--- src/design/npg_pkg.sv ---
// Constants for the received next page and gigabit configuration registers
package npg_pkg;

  // ----------------------------------------------------------------
  // Register offsets
  // ----------------------------------------------------------------
  localparam logic [4:0] RNP_OFF = 5'h08;
  localparam logic [4:0] CFG_OFF = 5'h09;

  // ----------------------------------------------------------------
  // Received next page fields
  // ----------------------------------------------------------------
  localparam int RNP_MORE_BIT = 15;
  localparam int RNP_ACK_BIT = 14;
  localparam int RNP_MSG_BIT = 13;
  localparam int RNP_COMPLY_BIT = 12;
  localparam int RNP_TOG_BIT = 11;
  localparam int RNP_CODE_HI = 10;
  localparam logic [15:0] RNP_RST = 16'h2001;
  localparam logic [15:0] RNP_WMASK = 16'hB7FF;

  // ----------------------------------------------------------------
  // Gigabit configuration fields
  // ----------------------------------------------------------------
  localparam int CFG_MODE_HI = 15;
  localparam int CFG_MODE_LO = 13;
  localparam int CFG_FORCE_BIT = 12;
  localparam int CFG_MASTER_BIT = 11;
  localparam int CFG_MULTI_BIT = 10;
  localparam int CFG_FD_BIT = 9;
  localparam int CFG_HD_BIT = 8;
  localparam int CFG_DIAG_BIT = 7;
  localparam logic [15:0] CFG_RST = 16'h0300;
  localparam logic [15:0] CFG_WMASK = 16'hFF80;

  // ----------------------------------------------------------------
  // Transmit test modes
  // ----------------------------------------------------------------
  typedef enum logic [2:0] {
    NPG_MODE_NORMAL = 3'h0,
    NPG_MODE_WAVE = 3'h1,
    NPG_MODE_JIT_MST = 3'h2,
    NPG_MODE_JIT_SLV = 3'h3,
    NPG_MODE_DIST = 3'h4,
    NPG_MODE_IDLES = 3'h5,
    NPG_MODE_SEQ = 3'h6,
    NPG_MODE_PULSE = 3'h7
  } npg_mode_t;

  // ----------------------------------------------------------------
  // Test pattern timing
  // ----------------------------------------------------------------
  localparam logic [5:0] PULSE_ZEROS = 6'h3F;
  localparam logic [1:0] SEQ_LAST = 2'h3;
  localparam logic [10:0] LFSR_SEED = 11'h7FF;

endpackage

--- src/design/npg_regs.sv ---
// Received next page register and gigabit configuration register bank
// Operation
// - Received next page register at 0x08
// - Bit 15 shows partner wants more pages
// - Read-only bit 14 shows partner acknowledge
// - Bit 13 message format flag, reset 1
// - Payload resets to null page code
// - Bit 12 shows partner can comply
// - Bit 11 inverts previous exchanged toggle
// - Bits 15:13 select transmit test mode
// - Bit 12 enables manual role forcing
// - Bit 11 forces master or slave
// - Bit 10 advertises multi-port device
// - Bit 9 advertises gigabit full duplex
// - Bit 8 advertises gigabit half duplex
// - Bit 7 runs diagnostic after link loss
// - Bits 6:0 reserved, read zero
module npg_regs #(
  parameter int ADDR_W = 5,
  parameter bit FD_FROM_STRAP = 1'b0
) (
  input wire logic CLK_I,
  input wire logic RST_B_I,
  input wire logic [ADDR_W-1:0] REG_ADDR_I,
  input wire logic REG_WR_I,
  input wire logic REG_RD_I,
  input wire logic [15:0] REG_WDATA_I,
  output logic [15:0] REG_RDATA_O,
  output logic REG_RVALID_O,
  input wire logic PAGE_RX_VALID_I,
  input wire logic [15:0] PAGE_RX_WORD_I,
  input wire logic FD_STRAP_I,
  input wire logic LINK_UP_I,
  output logic DIAG_START_O,
  output logic [2:0] TEST_MODE_O,
  output logic TEST_ACTIVE_O,
  output logic TX_TEST_BIT_O,
  output logic ROLE_FORCED_O,
  output logic ROLE_MASTER_O,
  output logic MULTI_PORT_O,
  output logic ADV_1G_FD_O,
  output logic ADV_1G_HD_O
);

  // ----------------------------------------------------------------
  // Elaboration checks
  // ----------------------------------------------------------------
  if (ADDR_W < 4 || ADDR_W > 5) begin : g_bad_addr
    $error("ADDR_W must be 4 or 5");
  end

  // ----------------------------------------------------------------
  // Helpers
  // ----------------------------------------------------------------
  // Address match on the management register index
  function automatic logic hit(input logic [ADDR_W-1:0] a, input logic [4:0] off);
    hit = (5'(a) == off);
  endfunction

  // Merge a write into the writable bits only
  function automatic logic [15:0] merge(input logic [15:0] old,
                                        input logic [15:0] wd,
                                        input logic [15:0] mask);
    merge = (old & ~mask) | (wd & mask);
  endfunction

  // ----------------------------------------------------------------
  // State
  // ----------------------------------------------------------------
  logic [15:0] rnp_ff;
  logic [15:0] nxt_rnp;
  logic [15:0] cfg_ff;
  logic [15:0] nxt_cfg;
  logic prev_tog_ff;
  logic init_done_ff;
  logic link_up_ff;
  logic diag_ff;
  logic [15:0] rdata_ff;
  logic rvalid_ff;
  logic [5:0] pat_cnt_ff;
  logic [10:0] lfsr_ff;
  logic [2:0] mode_seen_ff;
  logic tx_bit_ff;
  logic nxt_tx_bit;
  logic wr_rnp;
  logic wr_cfg;
  logic link_fell;
  npg_pkg::npg_mode_t mode;

  assign wr_rnp = REG_WR_I && hit(REG_ADDR_I, npg_pkg::RNP_OFF);
  assign wr_cfg = REG_WR_I && hit(REG_ADDR_I, npg_pkg::CFG_OFF);
  assign mode = npg_pkg::npg_mode_t'(cfg_ff[npg_pkg::CFG_MODE_HI:npg_pkg::CFG_MODE_LO]);
  assign link_fell = link_up_ff && !LINK_UP_I;

  // ----------------------------------------------------------------
  // Received next page register
  // ----------------------------------------------------------------
  // A page arriving with a write wins over the write
  always_comb begin
    nxt_rnp = rnp_ff;
    if (PAGE_RX_VALID_I) begin
      nxt_rnp = PAGE_RX_WORD_I;
      nxt_rnp[npg_pkg::RNP_TOG_BIT] = ~prev_tog_ff;
    end else if (wr_rnp) begin
      nxt_rnp = merge(rnp_ff, REG_WDATA_I, npg_pkg::RNP_WMASK);
    end
  end

  // Register update, reset to the null page
  always_ff @(posedge CLK_I or negedge RST_B_I) begin
    if (!RST_B_I) begin
      rnp_ff <= npg_pkg::RNP_RST;
    end else begin
      rnp_ff <= nxt_rnp;
    end
  end

  // Toggle carried by the previously exchanged page
  always_ff @(posedge CLK_I or negedge RST_B_I) begin
    if (!RST_B_I) begin
      prev_tog_ff <= 1'b1;
    end else if (PAGE_RX_VALID_I) begin
      prev_tog_ff <= PAGE_RX_WORD_I[npg_pkg::RNP_TOG_BIT];
    end
  end

  // ----------------------------------------------------------------
  // Gigabit configuration register
  // ----------------------------------------------------------------
  // Writes touch only bits 15:7
  always_comb begin
    nxt_cfg = cfg_ff;
    if (!init_done_ff && FD_FROM_STRAP) begin
      nxt_cfg[npg_pkg::CFG_FD_BIT] = FD_STRAP_I;
    end else if (wr_cfg) begin
      nxt_cfg = merge(cfg_ff, REG_WDATA_I, npg_pkg::CFG_WMASK);
    end
  end

  // Register update
  always_ff @(posedge CLK_I or negedge RST_B_I) begin
    if (!RST_B_I) begin
      cfg_ff <= npg_pkg::CFG_RST;
    end else begin
      cfg_ff <= nxt_cfg;
    end
  end

  // Strap capture on the first edge after release
  always_ff @(posedge CLK_I or negedge RST_B_I) begin
    if (!RST_B_I) begin
      init_done_ff <= 1'b0;
    end else begin
      init_done_ff <= 1'b1;
    end
  end

  // ----------------------------------------------------------------
  // Read path
  // ----------------------------------------------------------------
  // Read data one edge after the request, zero when unmapped
  always_ff @(posedge CLK_I or negedge RST_B_I) begin
    if (!RST_B_I) begin
      rdata_ff <= 16'h0000;
      rvalid_ff <= 1'b0;
    end else begin
      rvalid_ff <= REG_RD_I;
      if (REG_RD_I) begin
        if (hit(REG_ADDR_I, npg_pkg::RNP_OFF)) begin
          rdata_ff <= rnp_ff;
        end else if (hit(REG_ADDR_I, npg_pkg::CFG_OFF)) begin
          rdata_ff <= cfg_ff & npg_pkg::CFG_WMASK;
        end else begin
          rdata_ff <= 16'h0000;
        end
      end
    end
  end

  assign REG_RDATA_O = rdata_ff;
  assign REG_RVALID_O = rvalid_ff;

  // ----------------------------------------------------------------
  // Role, advertisement and test controls
  // ----------------------------------------------------------------
  assign ROLE_FORCED_O = cfg_ff[npg_pkg::CFG_FORCE_BIT];
  assign ROLE_MASTER_O = cfg_ff[npg_pkg::CFG_FORCE_BIT] && cfg_ff[npg_pkg::CFG_MASTER_BIT];
  assign MULTI_PORT_O = cfg_ff[npg_pkg::CFG_MULTI_BIT];
  assign ADV_1G_FD_O = cfg_ff[npg_pkg::CFG_FD_BIT];
  assign ADV_1G_HD_O = cfg_ff[npg_pkg::CFG_HD_BIT];
  assign TEST_MODE_O = cfg_ff[npg_pkg::CFG_MODE_HI:npg_pkg::CFG_MODE_LO];
  assign TEST_ACTIVE_O = (mode != npg_pkg::NPG_MODE_NORMAL);

  // ----------------------------------------------------------------
  // Automatic cable diagnostic launch
  // ----------------------------------------------------------------
  // One pulse per link-down event while enabled
  always_ff @(posedge CLK_I or negedge RST_B_I) begin
    if (!RST_B_I) begin
      link_up_ff <= 1'b0;
      diag_ff <= 1'b0;
    end else begin
      link_up_ff <= LINK_UP_I;
      diag_ff <= link_fell && cfg_ff[npg_pkg::CFG_DIAG_BIT];
    end
  end

  assign DIAG_START_O = diag_ff;

  // ----------------------------------------------------------------
  // Test pattern generator
  // ----------------------------------------------------------------
  // Pattern phase, restarts when the mode changes
  always_ff @(posedge CLK_I or negedge RST_B_I) begin
    if (!RST_B_I) begin
      pat_cnt_ff <= 6'h00;
      mode_seen_ff <= 3'h0;
    end else begin
      mode_seen_ff <= TEST_MODE_O;
      if (mode_seen_ff != TEST_MODE_O || !TEST_ACTIVE_O) begin
        pat_cnt_ff <= 6'h00;
      end else begin
        pat_cnt_ff <= pat_cnt_ff + 6'h01;
      end
    end
  end

  // Scrambler stream for idles and analog tests
  always_ff @(posedge CLK_I or negedge RST_B_I) begin
    if (!RST_B_I) begin
      lfsr_ff <= npg_pkg::LFSR_SEED;
    end else if (TEST_ACTIVE_O) begin
      lfsr_ff <= {lfsr_ff[9:0], lfsr_ff[10] ^ lfsr_ff[8]};
    end
  end

  // Pattern bit per mode
  always_comb begin
    unique case (mode)
      npg_pkg::NPG_MODE_NORMAL: nxt_tx_bit = 1'b0;
      npg_pkg::NPG_MODE_WAVE: nxt_tx_bit = lfsr_ff[10];
      npg_pkg::NPG_MODE_JIT_MST: nxt_tx_bit = lfsr_ff[10];
      npg_pkg::NPG_MODE_JIT_SLV: nxt_tx_bit = lfsr_ff[10];
      npg_pkg::NPG_MODE_DIST: nxt_tx_bit = lfsr_ff[10];
      npg_pkg::NPG_MODE_IDLES: nxt_tx_bit = lfsr_ff[10];
      npg_pkg::NPG_MODE_SEQ: nxt_tx_bit = (pat_cnt_ff[1:0] == npg_pkg::SEQ_LAST);
      npg_pkg::NPG_MODE_PULSE: nxt_tx_bit = (pat_cnt_ff == 6'h00);
    endcase
  end

  // Registered pattern output, quiet in normal mode
  always_ff @(posedge CLK_I or negedge RST_B_I) begin
    if (!RST_B_I) begin
      tx_bit_ff <= 1'b0;
    end else begin
      tx_bit_ff <= nxt_tx_bit;
    end
  end

  assign TX_TEST_BIT_O = tx_bit_ff;

  // ----------------------------------------------------------------
  // Assertions
  // ----------------------------------------------------------------
  property p_rnp_read;
    @(posedge CLK_I) disable iff (!RST_B_I)
    REG_RD_I && hit(REG_ADDR_I, npg_pkg::RNP_OFF) |=> REG_RVALID_O && REG_RDATA_O == $past(rnp_ff);
  endproperty
  a_rnp_read: assert property (p_rnp_read) else $error("next page read mismatch");

  property p_page_flags;
    @(posedge CLK_I) disable iff (!RST_B_I)
    PAGE_RX_VALID_I |=> rnp_ff[15:12] == $past(PAGE_RX_WORD_I[15:12]);
  endproperty
  a_page_flags: assert property (p_page_flags) else $error("page flags not captured");

  property p_ack_ro;
    @(posedge CLK_I) disable iff (!RST_B_I)
    wr_rnp && !PAGE_RX_VALID_I |=>
      $stable(rnp_ff[npg_pkg::RNP_ACK_BIT]) && $stable(rnp_ff[npg_pkg::RNP_TOG_BIT]);
  endproperty
  a_ack_ro: assert property (p_ack_ro) else $error("read-only page bit written");

  property p_code;
    @(posedge CLK_I) disable iff (!RST_B_I)
    PAGE_RX_VALID_I |=> rnp_ff[npg_pkg::RNP_CODE_HI:0] == $past(PAGE_RX_WORD_I[10:0]);
  endproperty
  a_code: assert property (p_code) else $error("page code not captured");

  property p_toggle;
    @(posedge CLK_I) disable iff (!RST_B_I)
    PAGE_RX_VALID_I ##1 PAGE_RX_VALID_I |=>
      rnp_ff[npg_pkg::RNP_TOG_BIT] == !$past(PAGE_RX_WORD_I[npg_pkg::RNP_TOG_BIT], 2);
  endproperty
  a_toggle: assert property (p_toggle) else $error("toggle not inverted");

  property p_mode_wr;
    @(posedge CLK_I) disable iff (!RST_B_I)
    wr_cfg && init_done_ff |=> TEST_MODE_O == $past(REG_WDATA_I[15:13]);
  endproperty
  a_mode_wr: assert property (p_mode_wr) else $error("test mode not written");

  property p_role;
    @(posedge CLK_I) disable iff (!RST_B_I)
    ROLE_MASTER_O |-> ROLE_FORCED_O && cfg_ff[npg_pkg::CFG_MASTER_BIT];
  endproperty
  a_role: assert property (p_role) else $error("master forced without enable");

  // Role outputs follow the written role bits
  property p_role_wr;
    @(posedge CLK_I) disable iff (!RST_B_I)
    wr_cfg && init_done_ff |=>
      ROLE_FORCED_O == $past(REG_WDATA_I[npg_pkg::CFG_FORCE_BIT]) &&
      ROLE_MASTER_O == ($past(REG_WDATA_I[npg_pkg::CFG_FORCE_BIT]) &&
        $past(REG_WDATA_I[npg_pkg::CFG_MASTER_BIT]));
  endproperty
  a_role_wr: assert property (p_role_wr) else $error("role outputs not written");

  // Advertisement outputs follow the written bits
  property p_adv_wr;
    @(posedge CLK_I) disable iff (!RST_B_I)
    wr_cfg && init_done_ff |=>
      {MULTI_PORT_O, ADV_1G_FD_O, ADV_1G_HD_O} ==
        $past(REG_WDATA_I[npg_pkg::CFG_MULTI_BIT:npg_pkg::CFG_HD_BIT]);
  endproperty
  a_adv_wr: assert property (p_adv_wr) else $error("advertisement not written");

  property p_diag;
    @(posedge CLK_I) disable iff (!RST_B_I)
    link_fell && cfg_ff[npg_pkg::CFG_DIAG_BIT] |=> DIAG_START_O ##1 !DIAG_START_O;
  endproperty
  a_diag: assert property (p_diag) else $error("diagnostic not launched");

  // No launch while the automatic diagnostic is off
  property p_diag_off;
    @(posedge CLK_I) disable iff (!RST_B_I)
    !cfg_ff[npg_pkg::CFG_DIAG_BIT] |=> !DIAG_START_O;
  endproperty
  a_diag_off: assert property (p_diag_off) else $error("diagnostic launched while off");

  property p_rsvd;
    @(posedge CLK_I) disable iff (!RST_B_I)
    REG_RD_I && hit(REG_ADDR_I, npg_pkg::CFG_OFF) |=> REG_RDATA_O[6:0] == 7'h00;
  endproperty
  a_rsvd: assert property (p_rsvd) else $error("reserved bits read nonzero");

  property p_pulse;
    @(posedge CLK_I) disable iff (!RST_B_I)
    $rose(TX_TEST_BIT_O) && mode == npg_pkg::NPG_MODE_PULSE && $stable(TEST_MODE_O)
      |=> (!TX_TEST_BIT_O || mode != npg_pkg::NPG_MODE_PULSE)[*8];
  endproperty
  a_pulse: assert property (p_pulse) else $error("pulse not followed by zeros");

  property p_normal_quiet;
    @(posedge CLK_I) disable iff (!RST_B_I)
    !TEST_ACTIVE_O ##1 !TEST_ACTIVE_O |-> !TX_TEST_BIT_O;
  endproperty
  a_normal_quiet: assert property (p_normal_quiet) else $error("pattern in normal mode");

endmodule // npg_regs

--- config.mk ---
export PLATFORM = sky130hd
export DESIGN_NAME = npg_regs
export DESIGN_NICKNAME = d
export VERILOG_FILES = /design/src/design/npg_pkg.sv /design/src/design/npg_regs.sv
export SDC_FILE = /design/constraint.sdc
export NUM_CORES = 1
export LEC_CHECK = 0
export ABC_CLOCK_PERIOD_IN_PS = 3500
export BUFFER_PORTS_ARGS = -buffer_cell sky130_fd_sc_hd__buf_2
export CAP_MARGIN = 20
export CORE_MARGIN = 3
export CORE_UTILIZATION = 45
export DETAILED_ROUTE_END_ITERATION = 8
export PLACE_DENSITY = 0.7
export SLEW_MARGIN = 20
export SYNTH_ARGS = -nofsm -noshare
export SYNTH_HDL_FRONTEND = slang
export SYNTH_SLANG_ARGS = --single-unit
--- constraint.sdc ---
create_clock -name CLK_I -period 3.5 [get_ports CLK_I]
set_input_delay 0.35 -clock CLK_I [delete_from_list [all_inputs] [get_ports CLK_I]]
set_output_delay 0.35 -clock CLK_I [all_outputs]
set_load 0.05 [all_outputs]
### Word-level counts from Yosys, hierarchy flattened

Cells that the tools add are included.

| word-level totals | value |
|---|---|
| flip-flop bits (word level) | 73 |
| word-level logic and storage cells | 46 |
| output and inout port bits | 28 |
| input bits | 44 |

| operators by class | value |
|---|---|
| reductions and logical operators | 13 |
| $add $sub $neg | 1 |
| eq/ne operators | 11 |
| muxes and demuxes | 6 |
| bitwise operators | 4 |

Operator list:

| operator | number |
|---|---|
| 2-to-1 mux 16 bit | 4 |
| OR 15 x 16 -> 16 bit | 1 |
| OR 7 x 16 -> 16 bit | 1 |
| equality test 3 bit, second input constant | 4 |
| equality test 5 x 4 -> 1 bit, second input constant | 2 |
| adder 6 x 1 -> 6 bit, second input constant | 1 |
| equality test 3 x 2 -> 1 bit, second input constant | 2 |
| zero test 6 bit | 1 |
| 2-to-1 mux 6 bit | 1 |
| logical AND 1 bit | 5 |
| OR reduction 5 bit | 1 |
| case mux 1 bit (4 select lines) | 1 |
| equality test 3 x 1 -> 1 bit, second input constant | 1 |
| zero test 3 bit | 1 |
| inequality test 3 bit | 1 |
| nonzero test 3 bit | 1 |
| equality test 2 bit, second input constant | 1 |
| zero test 1 bit | 2 |
| nonzero test 2 bit | 1 |
| logical OR 1 bit | 1 |
| NOT 1 bit | 1 |
| XOR 1 bit | 1 |

### Depth between registers and ports, before layout

Gate-level depths: netlist (run 1).

| logic depth | value |
|---|---|
| depth after elaboration | 4 |
| depth in mapped cells | 5 |
| depth with buffers taken out | 4 |

### Worst setup path before layout (run 1)

OpenSTA, ideal clock, no wires.

| timing | value |
|---|---|
| path kind | reg-to-output |
| start point | register cfg_ff[13] |
| end point | output port TEST_ACTIVE_O |
| required time | 3.150 ns |
| data arrival time | 1.398 ns |
| path slack | 1.752 ns |
| cell stages (with the launch flop) | 5 |
| cells stage by stage | dfrtp_1 -> clkbuf_1 -> nor3_1 -> buf_2 -> inv_1 |

| on the way | value |
|---|---|
| word-level cells in the longest chain between the ends | 1 |

Ends and longest elaborated chain:

| element | RTL line | text |
|---|---|---|
| start: declaration | npg_regs.sv:72 | `logic [15:0] cfg_ff;` |
| start signal: assignment | npg_regs.sv:143 | `cfg_ff <= npg_pkg::CFG_RST;` |
| start signal: assignment | npg_regs.sv:145 | `cfg_ff <= nxt_cfg;` |
| nonzero test 3 bit | npg_regs.sv:192 | `assign TEST_ACTIVE_O = (mode != npg_pkg::NPG_MODE_NORMAL);` |
| end: declaration | npg_regs.sv:36 | `output logic TEST_ACTIVE_O,` |

Every way passes these cells.

### Final worst setup path (run 1)

Ends and elaborated chain as after synthesis.

==> results.sh, run 1 <==
export IMPL_final_period_utilization=0.536
export IMPL_dominantRegCellSynth="dfrtp_1"
export IMPL_number_of_instances_in_the_synthesized_netlist=235
export IMPL_cts_root_buf="clkbuf_8"
export IMPL_switching_part_of_the_total=0.286
export IMPL_postSynthNetCount=281
export IMPL_core_area_um2=6170
export IMPL_worstReg2RegStart="cfg_ff[13]$_DFFE_PN0P_"
export IMPL_clkSlewWorstSetupHoldPaths_ns=0.07
export IMPL_floorplan_die_height_um=87.2
export IMPL_cts_hold_buffers=0
export IMPL_drt_pre_antenna_iters=4
export IMPL_start_util=0.482
export IMPL_worst_r2r_path_depth=3
export IMPL_clock_fmax_mhz=533
export IMPL_rsz0062_at_grt="no"
export IMPL_layoutNonFillerInstCount=381
export IMPL_drt_iter0_drc=79
export IMPL_async_reset_ff_frac=1.00
export IMPL_routed_antenna_nets=0
export IMPL_r2r_setup_slack_ns=2.06
export IMPL_slowest_delay_ns=0.50
export IMPL_power_ir_vdd_worst_mv=0.360
export IMPL_final_setup_tns_ns=0
export IMPL_post_cts_resize_count=0
export IMPL_dpl_cell_area_um2=3350
export IMPL_synthToLayoutAreaGrowth_pct=20.1
export IMPL_clock_path_buffers=2
export IMPL_via_per_inst=5.46
export IMPL_numCtsBuffers=9
export IMPL_relSlewSlack=0.308
export IMPL_std_cell_rows=28
export IMPL_ys_seq_area_frac=0.563
export IMPL_pre_cts_worst_setup_slack_ns=1.39
export IMPL_worst_setup_path_start_kind="register"
export IMPL_finalClockSkew_ns=0.0110
export IMPL_cpMaxStageDelayCell="dfrtp_1"
export IMPL_critical_path_max_fanout=13
export IMPL_reg2reg_to="pat_cnt_ff[2]$_DFF_PN0_"
export IMPL_power_share_clock=0.360
export IMPL_cp_required_ns=3.15
export IMPL_nets=347
export IMPL_vias=2082
export IMPL_setup_worst_path_class="reg -> out"
export IMPL_synth_warnings=0
export IMPL_cts_htree_levels=3
export IMPL_min_delay_path_class="in -> async"
export IMPL_seq_pwr_share=0.462
export IMPL_critical_path_endpoint_type="output port"
export IMPL_num_io_pins=72
export IMPL_final_layout_size_suffix_gt1_frac=0.395
export IMPL_grt_overflow=0
export IMPL_clock_sinks=66
export IMPL_routedWlPerCell_um=16.1
export IMPL_port_buffers=70
export IMPL_floorplan_die_width_um=87.2
export IMPL_final_hold_viol_count=0
export IMPL_finalMaxSlewViolations=0
export IMPL_tritoncts_clock_tree="yes"
export IMPL_final_cell_area_um2=3560
export IMPL_worst_endpoint_arrival_ns=1.53
export IMPL_post_cts_setup_buffer_count=0
export IMPL_finalWeightedCongestion=0.710
export IMPL_synth_ff_latch_count=66
export IMPL_grt_max_degree=40
export IMPL_worstPathCellList="nor3_1 -> buf_4 -> inv_1 -> buf_2"
export IMPL_power_report_internal_total_mw=1.35
export IMPL_drt_total_wl_mm=6.13
export IMPL_p_comb_frac=0.177
export IMPL_clk_insertion_delay_late_ns=0.34
export IMPL_synth_cell_types=40
export IMPL_post_synth_edffs=0
export IMPL_placed_cells=365
export IMPL_timing_worst_slew_pin_value_ns=1.03
export IMPL_finalWorstPathRequiredPeriod_ns=1.88
export IMPL_hpwl_after_dpl_mm=4.18
export IMPL_post_route_worst_setup_slack_ns=1.62
export IMPL_report_final_setup_viol=0
export IMPL_syn_area_per_cell_um2=12.6
export IMPL_post_route_drc_count=0
export IMPL_floorplan_die_area_um2=7610
export IMPL_synth_area_um2=2970
export IMPL_ant_cells=0
export IMPL_grt_antenna_before_repair=0
export IMPL_power_leakage_nw=1.66
export IMPL_net_switching_power_uw=542
export IMPL_first_global_vias=2100
export IMPL_post_route_util=0.578
export IMPL_grt_usage=0.179
export IMPL_timing_max_cap_violations=0
export IMPL_grt_first_pass_wirelength_mm=10.3
export IMPL_power_density_nw_per_um2=531
export IMPL_status="completed"
[sequential cells by signal, summed over array words and instances (netlist names)]
register	cells
REG_RDATA_O	16
rnp_ff	16
lfsr_ff	11
cfg_ff	9
pat_cnt_ff	6
mode_seen_ff	3
DIAG_START_O	1
REG_RVALID_O	1
TX_TEST_BIT_O	1
link_up_ff	1
prev_tog_ff	1
[per-layer routing]
metal  GRT usage  part of all wire  vias up
met5           0                 0        -
met1       0.226              0.44     1034
met3      0.0710             0.064        5
li1            -                 -      990
met2       0.285              0.49       53
met4      0.0502            0.0073        0
[power by group through the flow]
stage | registers (mW) | logic, mW | clock network, mW
floorplan | 0.925 | 0.207 | 0
global placement | 0.886 | 0.336 | 0
detailed placement | 0.890 | 0.340 | 0
CTS | 0.876 | 0.341 | 0.701
global route | 0.885 | 0.368 | 0.735
finish | 0.875 | 0.335 | 0.682
[cells in the final DEF (no fill, tap or decap), drive strengths merged, types with 2 or more instances in the layout]
cell,n
a21oi,15
a22o,7
a41oi,14
buf,74
clkbuf,15
dfrtp,50
dfstp,16
ha,2
inv,7
mux2,21
mux2i,10
nand2,2
nand3,2
nor2,6
nor2b,14
o21ai,16
o2bb2ai,9
or3,2
or3b,2
xnor2,4
xor2,2
[layout make-up]
class                      count  area, µm²
clock buffer                  15        186
clock inverter                 1       30.0
fill                         530       2600
inverter                       8       30.0
multi-input combinational    142       1170
sequential                    66       1670
tap                           75       93.8
timing repair buffer          74        380
[Yosys cell counts, drive strengths merged, types with 2 or more instances]
master	instances	area [µm²]
a21oi	15	75.1
a22o	7	61.3
a41oi	14	123
buf	8	53.8
clkbuf	11	41.3
dfrtp	50	1250
dfstp	16	420
ha	2	25.0
inv	7	26.3
mux2	21	236
mux2i	10	100
nand2	2	7.51
nand3	2	10.0
nor2	6	22.5
nor2b	14	87.6
o21ai	16	80.1
o2bb2ai	9	135
or3	2	12.5
or3b	2	17.5
xnor2	4	35.0
xor2	2	17.5
[cell families (layout without fill, tap and decap cells)]
logic type / Yosys count / in the layout / synth area share
DFF: 66 / 66 / 0.563
muxes: 31 / 31 / 0.113
and+or+nand+nor: 36 / 36 / 0.0796
adders and majority gates: 2 / 2 / 0.00843
buffers and inverters: 27 / 98 / 0.0421
xor gates and xnor gates: 6 / 6 / 0.0177
AOI/OAI and AO/OA: 67 / 67 / 0.176
[worst max-delay path: cells and delay by family, from the launching register on]
kind | cells | cell delay (ns)
and+or+nand+nor | 1 | 0.21
DFF | 1 | 0.50
buffers and inverters | 3 | 0.47
[worst max path at each step]
stage                                       from                           to  depth (start not counted)  slack (ns)
after floorplan           cfg_ff[13]$_DFFE_PN0P_                TEST_ACTIVE_O                          4        1.75
after global placement             REG_ADDR_I[2]  REG_RDATA_O[12]$_DFFE_PN0P_                          4        1.41
after detailed placement           REG_ADDR_I[2]  REG_RDATA_O[11]$_DFFE_PN0P_                          4        1.39
after CTS                 cfg_ff[13]$_DFFE_PN0P_                TEST_ACTIVE_O                          4        1.58
after global routing      cfg_ff[13]$_DFFE_PN0P_                TEST_ACTIVE_O                          4        1.48
final                     cfg_ff[13]$_DFFE_PN0P_                TEST_ACTIVE_O                          4        1.62
[metrics by stage]
stage	power, mW	hold slack [ns]
2_1_floorplan	1.13	0.0544
3_3_place_gp	1.22	0.398
6_report	1.89	0.0120
5_1_grt	1.99	0.0526
4_1_cts	1.92	0.0235
3_5_place_dp	1.23	0.397
Power figures use the tool's default switching activity.
==> inputs of run 2 (changes only) <==
ABC_CLOCK_PERIOD_IN_PS = 1600   (was 3500)
PLACE_DENSITY = 0.73   (was 0.7)
clock period = 1.6 ns   (was 3.5 ns; I/O delays follow)
==> results.sh, run 2 (same netlist as run 1, synthesis figures left out) <==
export IMPL_r2r_setup_slack_ns=0.18
export IMPL_nets=361
export IMPL_hpwl_after_dpl_mm=4.31
export IMPL_setup_worst_path_class="reg -> out"
export IMPL_worst_r2r_path_depth=4
export IMPL_clock_path_buffers=2
export IMPL_worst_endpoint_arrival_ns=1.38
export IMPL_crit_path_start="cfg_ff[14]$_DFFE_PN0P_"
export IMPL_floorplan_die_area_um2=7610
export IMPL_final_period_utilization=0.962
export IMPL_vias=2127
export IMPL_critical_path_endpoint_type="output port"
export IMPL_crit_path_end="TEST_ACTIVE_O"
export IMPL_post_route_drc_count=0
export IMPL_grt_antenna_before_repair=0
export IMPL_post_cts_resize_count=0
export IMPL_numCtsBuffers=9
export IMPL_finalMaxSlewViolations=0
export IMPL_grt_overflow=0
export IMPL_power_ir_vdd_worst_mv=0.667
export IMPL_drt_total_wl_mm=6.30
export IMPL_finalWorstPathRequiredPeriod_ns=1.54
export IMPL_relSlewSlack=0.322
export IMPL_floorplan_die_height_um=87.2
export IMPL_reg2reg_to="lfsr_ff[9]$_DFFE_PN1N_"
export IMPL_grt_max_degree=67
export IMPL_via_per_inst=5.38
export IMPL_tritoncts_clock_tree="yes"
export IMPL_worst_setup_path_start_kind="register"
export IMPL_final_layout_size_suffix_gt1_frac=0.409
export IMPL_grt_usage=0.184
export IMPL_routedWlPerCell_um=16.0
export IMPL_final_hold_viol_count=0
export IMPL_clk_insertion_delay_late_ns=0.34
export IMPL_critical_path_max_fanout=6
export IMPL_finalClockSkew_ns=0.00543
export IMPL_drt_iter0_drc=92
export IMPL_ant_cells=0
export IMPL_std_cell_rows=28
export IMPL_grt_first_pass_wirelength_mm=10.5
export IMPL_synthToLayoutAreaGrowth_pct=24.1
export IMPL_finalWeightedCongestion=0.752
export IMPL_clock_fmax_mhz=650
export IMPL_mostFrequentLayoutCells="70 x buf_2, 50 x dfrtp_1, 16 x mux2_1, 16 x dfstp_2, 15 x a21oi_1"
export IMPL_power_leakage_nw=1.72
export IMPL_rsz0062_at_grt="no"
export IMPL_start_util=0.482
export IMPL_post_route_util=0.597
export IMPL_cts_htree_levels=3
export IMPL_timing_max_cap_violations=0
export IMPL_floorplan_die_width_um=87.2
export IMPL_commonest_non_fill_non_tap_cell_in_the_layout="buf_2"
export IMPL_core_area_um2=6170
export IMPL_worstReg2RegStart="cfg_ff[14]$_DFFE_PN0P_"
export IMPL_routed_antenna_nets=0
export IMPL_power_density_nw_per_um2=1120
export IMPL_timing_worst_slew_pin_value_ns=1.01
export IMPL_min_delay_path_class="in -> reg"
export IMPL_status="completed"
export IMPL_report_final_setup_viol=0
export IMPL_clkSlewWorstSetupHoldPaths_ns=0.07
export IMPL_cts_root_buf="clkbuf_8"
export IMPL_drt_pre_antenna_iters=4
export IMPL_port_buffers=70
export IMPL_first_global_vias=2135
export IMPL_cp_required_ns=1.44
export IMPL_num_io_pins=72
export IMPL_final_setup_tns_ns=0
export IMPL_clock_sinks=66
## run 2: where the power goes
part | internal [mW] | leakage, nW | switching, mW
Clock | 0.805 | 0.101 | 0.604
Combinational | 0.299 | 0.816 | 0.517
Sequential | 1.81 | 0.807 | 0.0806
## run 2: repair_timing
item / CTS / global route
setup endpoints to repair: 1 / 0
hold endpoints to repair: 52 / 0
buffers inserted: 1 / 0
hold buffers: 3 / 0
## run 2: stage by stage
stage               area [µm²]  cells  total power, mW  setup slack (ns)  hold slack [ns]
floorplan                 2970    235             2.48            0.0256           -0.136
global placement          3450    375             2.71            0.0969            0.202
detailed placement        3450    375             2.73            0.0629            0.202
CTS                       3680    395             4.16            0.0441           0.0219
global route              3680    395             4.33            0.0106           0.0268
finish                    3680    395             4.12            0.0609           0.0341
## run 2: how the worst min path moves through the flow
stage | start | cells after the start | slack (ns) | end
final | REG_WDATA_I[11] | 2 | 0.03 | cfg_ff[11]$_DFFE_PN0P_
after global routing | REG_WDATA_I[11] | 2 | 0.03 | cfg_ff[11]$_DFFE_PN0P_
after CTS | REG_WDATA_I[11] | 2 | 0.02 | cfg_ff[11]$_DFFE_PN0P_
after detailed placement | RST_B_I | 2 | 0.20 | pat_cnt_ff[5]$_DFF_PN0_
after global placement | RST_B_I | 2 | 0.20 | pat_cnt_ff[5]$_DFF_PN0_
after floorplan | RST_B_I | 0 | -0.14 | DIAG_START_O$_DFF_PN0_
## run 2: cell type report
type                            instances  area, µm²
Inverter                                8       30.0
Fill cell                             520       2480
Multi-Input combinational cell        142       1170
Timing Repair Buffer                   88        518
Clock buffer                           14        163
Clock inverter                          2       35.0
Sequential cell                        66       1670
Tap cell                               75       93.8
## run 2: worst max-delay path, cell delays in order, from the launching register on
cell,delay [ns]
dfrtp_1,0.44
nor3_1,0.22
buf_4,0.15
inv_1,0.03
buf_2,0.20
## run 2: layer usage
layer	global-route usage	wire length [µm]	part of all wire	vias to the layer above
li1	-	-	-	1020
met4	0.0823	140	0.022	0
met1	0.239	2790	0.44	1030
met2	0.275	2960	0.47	63
met3	0.0672	415	0.066	14
met5	0	0	0	-
==> inputs of run 3 (changes only) <==
SETUP_SLACK_MARGIN = 0.4   (was unset)
==> results.sh, run 3 (same netlist as run 1, synthesis figures left out) <==
export IMPL_relSlewSlack=0.644
export IMPL_critical_path_max_fanout=2
export IMPL_finalHoldWorstSlack_ns=0.0358
export IMPL_grt_antenna_before_repair=0
export IMPL_drt_iter0_drc=99
export IMPL_finalWorstPathRequiredPeriod_ns=1.39
export IMPL_final_layout_size_suffix_gt1_frac=0.487
export IMPL_final_hold_viol_count=0
export IMPL_timing_max_cap_violations=0
export IMPL_cp_required_ns=1.44
export IMPL_floorplan_die_height_um=87.2
export IMPL_worst_setup_path_start_kind="register"
export IMPL_routedWlPerCell_um=16.4
export IMPL_floorplan_die_area_um2=7610
export IMPL_rsz0062_at_grt="yes"
export IMPL_report_final_setup_viol=0
export IMPL_grt_max_degree=67
export IMPL_finalMaxSlewViolations=0
export IMPL_port_buffers=70
export IMPL_critical_path_endpoint_type="output port"
export IMPL_drt_pre_antenna_iters=4
export IMPL_hold_path_end="cfg_ff[11]$_DFFE_PN0P_"
export IMPL_worst_r2r_path_depth=5
export IMPL_grt_overflow=0
export IMPL_drt_total_wl_mm=6.76
export IMPL_pre_cts_worst_setup_slack_ns=0.0857
export IMPL_clock_sinks=66
export IMPL_clk_insertion_delay_late_ns=0.34
export IMPL_cts_root_buf="clkbuf_8"
export IMPL_vias=2229
export IMPL_ant_cells=0
export IMPL_placed_cells=376
export IMPL_cts_htree_levels=3
export IMPL_grt_usage=0.185
export IMPL_total_power_mw=4.40
export IMPL_clock_path_buffers=2
export IMPL_std_cell_rows=28
export IMPL_status="completed"
export IMPL_synthToLayoutAreaGrowth_pct=35.6
export IMPL_routed_antenna_nets=0
export IMPL_via_per_inst=5.41
export IMPL_r2r_setup_slack_ns=0.24
export IMPL_cpMaxStageDelayCell="dfrtp_2"
export IMPL_post_route_worst_setup_slack_ns=0.211
export IMPL_clock_fmax_mhz=720
export IMPL_commonest_non_fill_non_tap_cell_in_the_layout="buf_2"
export IMPL_finalWeightedCongestion=0.713
export IMPL_final_setup_tns_ns=0
export IMPL_reg2reg_to="lfsr_ff[2]$_DFFE_PN1N_"
export IMPL_layoutNonFillerInstCount=412
export IMPL_power_ir_vdd_worst_mv=0.907
export IMPL_floorplan_die_width_um=87.2
export IMPL_layout_filler_cells=465
export IMPL_mostFrequentLayoutCells="56 x buf_2, 49 x dfrtp_1, 23 x buf_4, 16 x dfstp_2"
export IMPL_whs_path_depth=2
export IMPL_post_route_drc_count=0
export IMPL_worst_endpoint_arrival_ns=1.23
export IMPL_core_area_um2=6170
export IMPL_finalClockSkew_ns=0.00612
export IMPL_nets=378
export IMPL_power_leakage_nw=1.86
export IMPL_cpMostUsedCell="buf_6"
export IMPL_tritoncts_clock_tree="yes"
export IMPL_num_io_pins=72
export IMPL_hpwl_after_dpl_mm=4.46
export IMPL_setup_worst_path_class="reg -> out"
export IMPL_timing_worst_slew_pin_value_ns=0.534
export IMPL_first_global_vias=2200
export IMPL_start_util=0.482
export IMPL_numCtsBuffers=9
export IMPL_min_delay_path_class="in -> reg"
export IMPL_worstPathCellList="nor3_4 -> buf_6 -> inv_2 -> buf_6"
export IMPL_grt_first_pass_wirelength_mm=10.6
export IMPL_startpoint_of_the_lowest_slack_hold_path="REG_WDATA_I[11]"
export IMPL_slowest_delay_ns=0.43
export IMPL_clkSlewWorstSetupHoldPaths_ns=0.07
export IMPL_final_period_utilization=0.868
export IMPL_worstReg2RegStart="cfg_ff[13]$_DFFE_PN0P_"
export IMPL_power_density_nw_per_um2=1090
run 3: cell count changes in the layout (fill, tap and decap cells not counted), sizes merged:
cell,change
bufinv,-1
buf,+9
clkinv,+1
clkbuf,+8
run 3: repair_timing:
action,CTS,global route
resized for setup,27,17
hold buffers,3,0
pin swaps,5,4
gates cloned,0,1
setup buffers,8,8
endpoints found under the hold margin,52,0
setup endpoints to repair,25,35
run 3: layout make-up:
| class | count | area [µm²] | area share |
|---|---|---|---|
| Clock inverter | 2 | 10.0 | 0.00249 |
| Clock buffer | 14 | 173 | 0.0429 |
| Timing Repair Buffer | 105 | 782 | 0.194 |
| Sequential cell | 66 | 1670 | 0.416 |
| Multi-Input combinational cell | 142 | 1260 | 0.314 |
| Inverter | 8 | 30.0 | 0.00746 |
| Tap cell | 75 | 93.8 | 0.0233 |
run 3: per-stage QoR:
| stage | cell area [µm²] | utilization |
|---|---|---|
| 6_report | 4030 | 0.653 |
| 5_1_grt | 4030 | 0.653 |
| 4_1_cts | 3880 | 0.629 |
| 3_5_place_dp | 3510 | 0.570 |
| 3_3_place_gp | 3510 | 0.570 |
| 2_1_floorplan | 3050 | - |
run 3: metal layers:
metal | vias up | GRT usage | share of wire
li1 | 1048 | - | -
met1 | 1093 | 0.234 | 0.41
met2 | 82 | 0.303 | 0.51
met3 | 6 | 0.0766 | 0.069
met4 | 0 | 0.0335 | 0.0050
met5 | - | 0 | 0
run 3: power by group:
part / internal [mW] / leakage [nW] / total [mW] / switching [mW]
registers: 1.81 / 0.806 / 1.91 / 0.0966
clock network: 0.686 / 0.0965 / 1.29 / 0.605
logic: 0.579 / 0.959 / 1.20 / 0.621
run 3: how the worst max path moves through the flow:
| stage | endpoint | depth (start not counted) | start |
|---|---|---|---|
| 2_1_floorplan | REG_RDATA_O[12]$_DFFE_PN0P_ | 5 | REG_ADDR_I[2] |
| 3_3_place_gp | REG_RDATA_O[0]$_DFFE_PN0P_ | 5 | REG_ADDR_I[2] |
| 3_5_place_dp | REG_RDATA_O[0]$_DFFE_PN0P_ | 5 | REG_ADDR_I[2] |
| 4_1_cts | TEST_ACTIVE_O | 4 | cfg_ff[14]$_DFFE_PN0P_ |
| 5_1_grt | TEST_ACTIVE_O | 4 | cfg_ff[13]$_DFFE_PN0P_ |
| 6_report | TEST_ACTIVE_O | 4 | cfg_ff[13]$_DFFE_PN0P_ |
run 3: critical path: cells and delay by family (launching register included):
| kind | cells | cell delay [ns] |
|---|---|---|
| buf+inv | 3 | 0.29 |
| flops | 1 | 0.43 |
| simple gates | 1 | 0.18 |
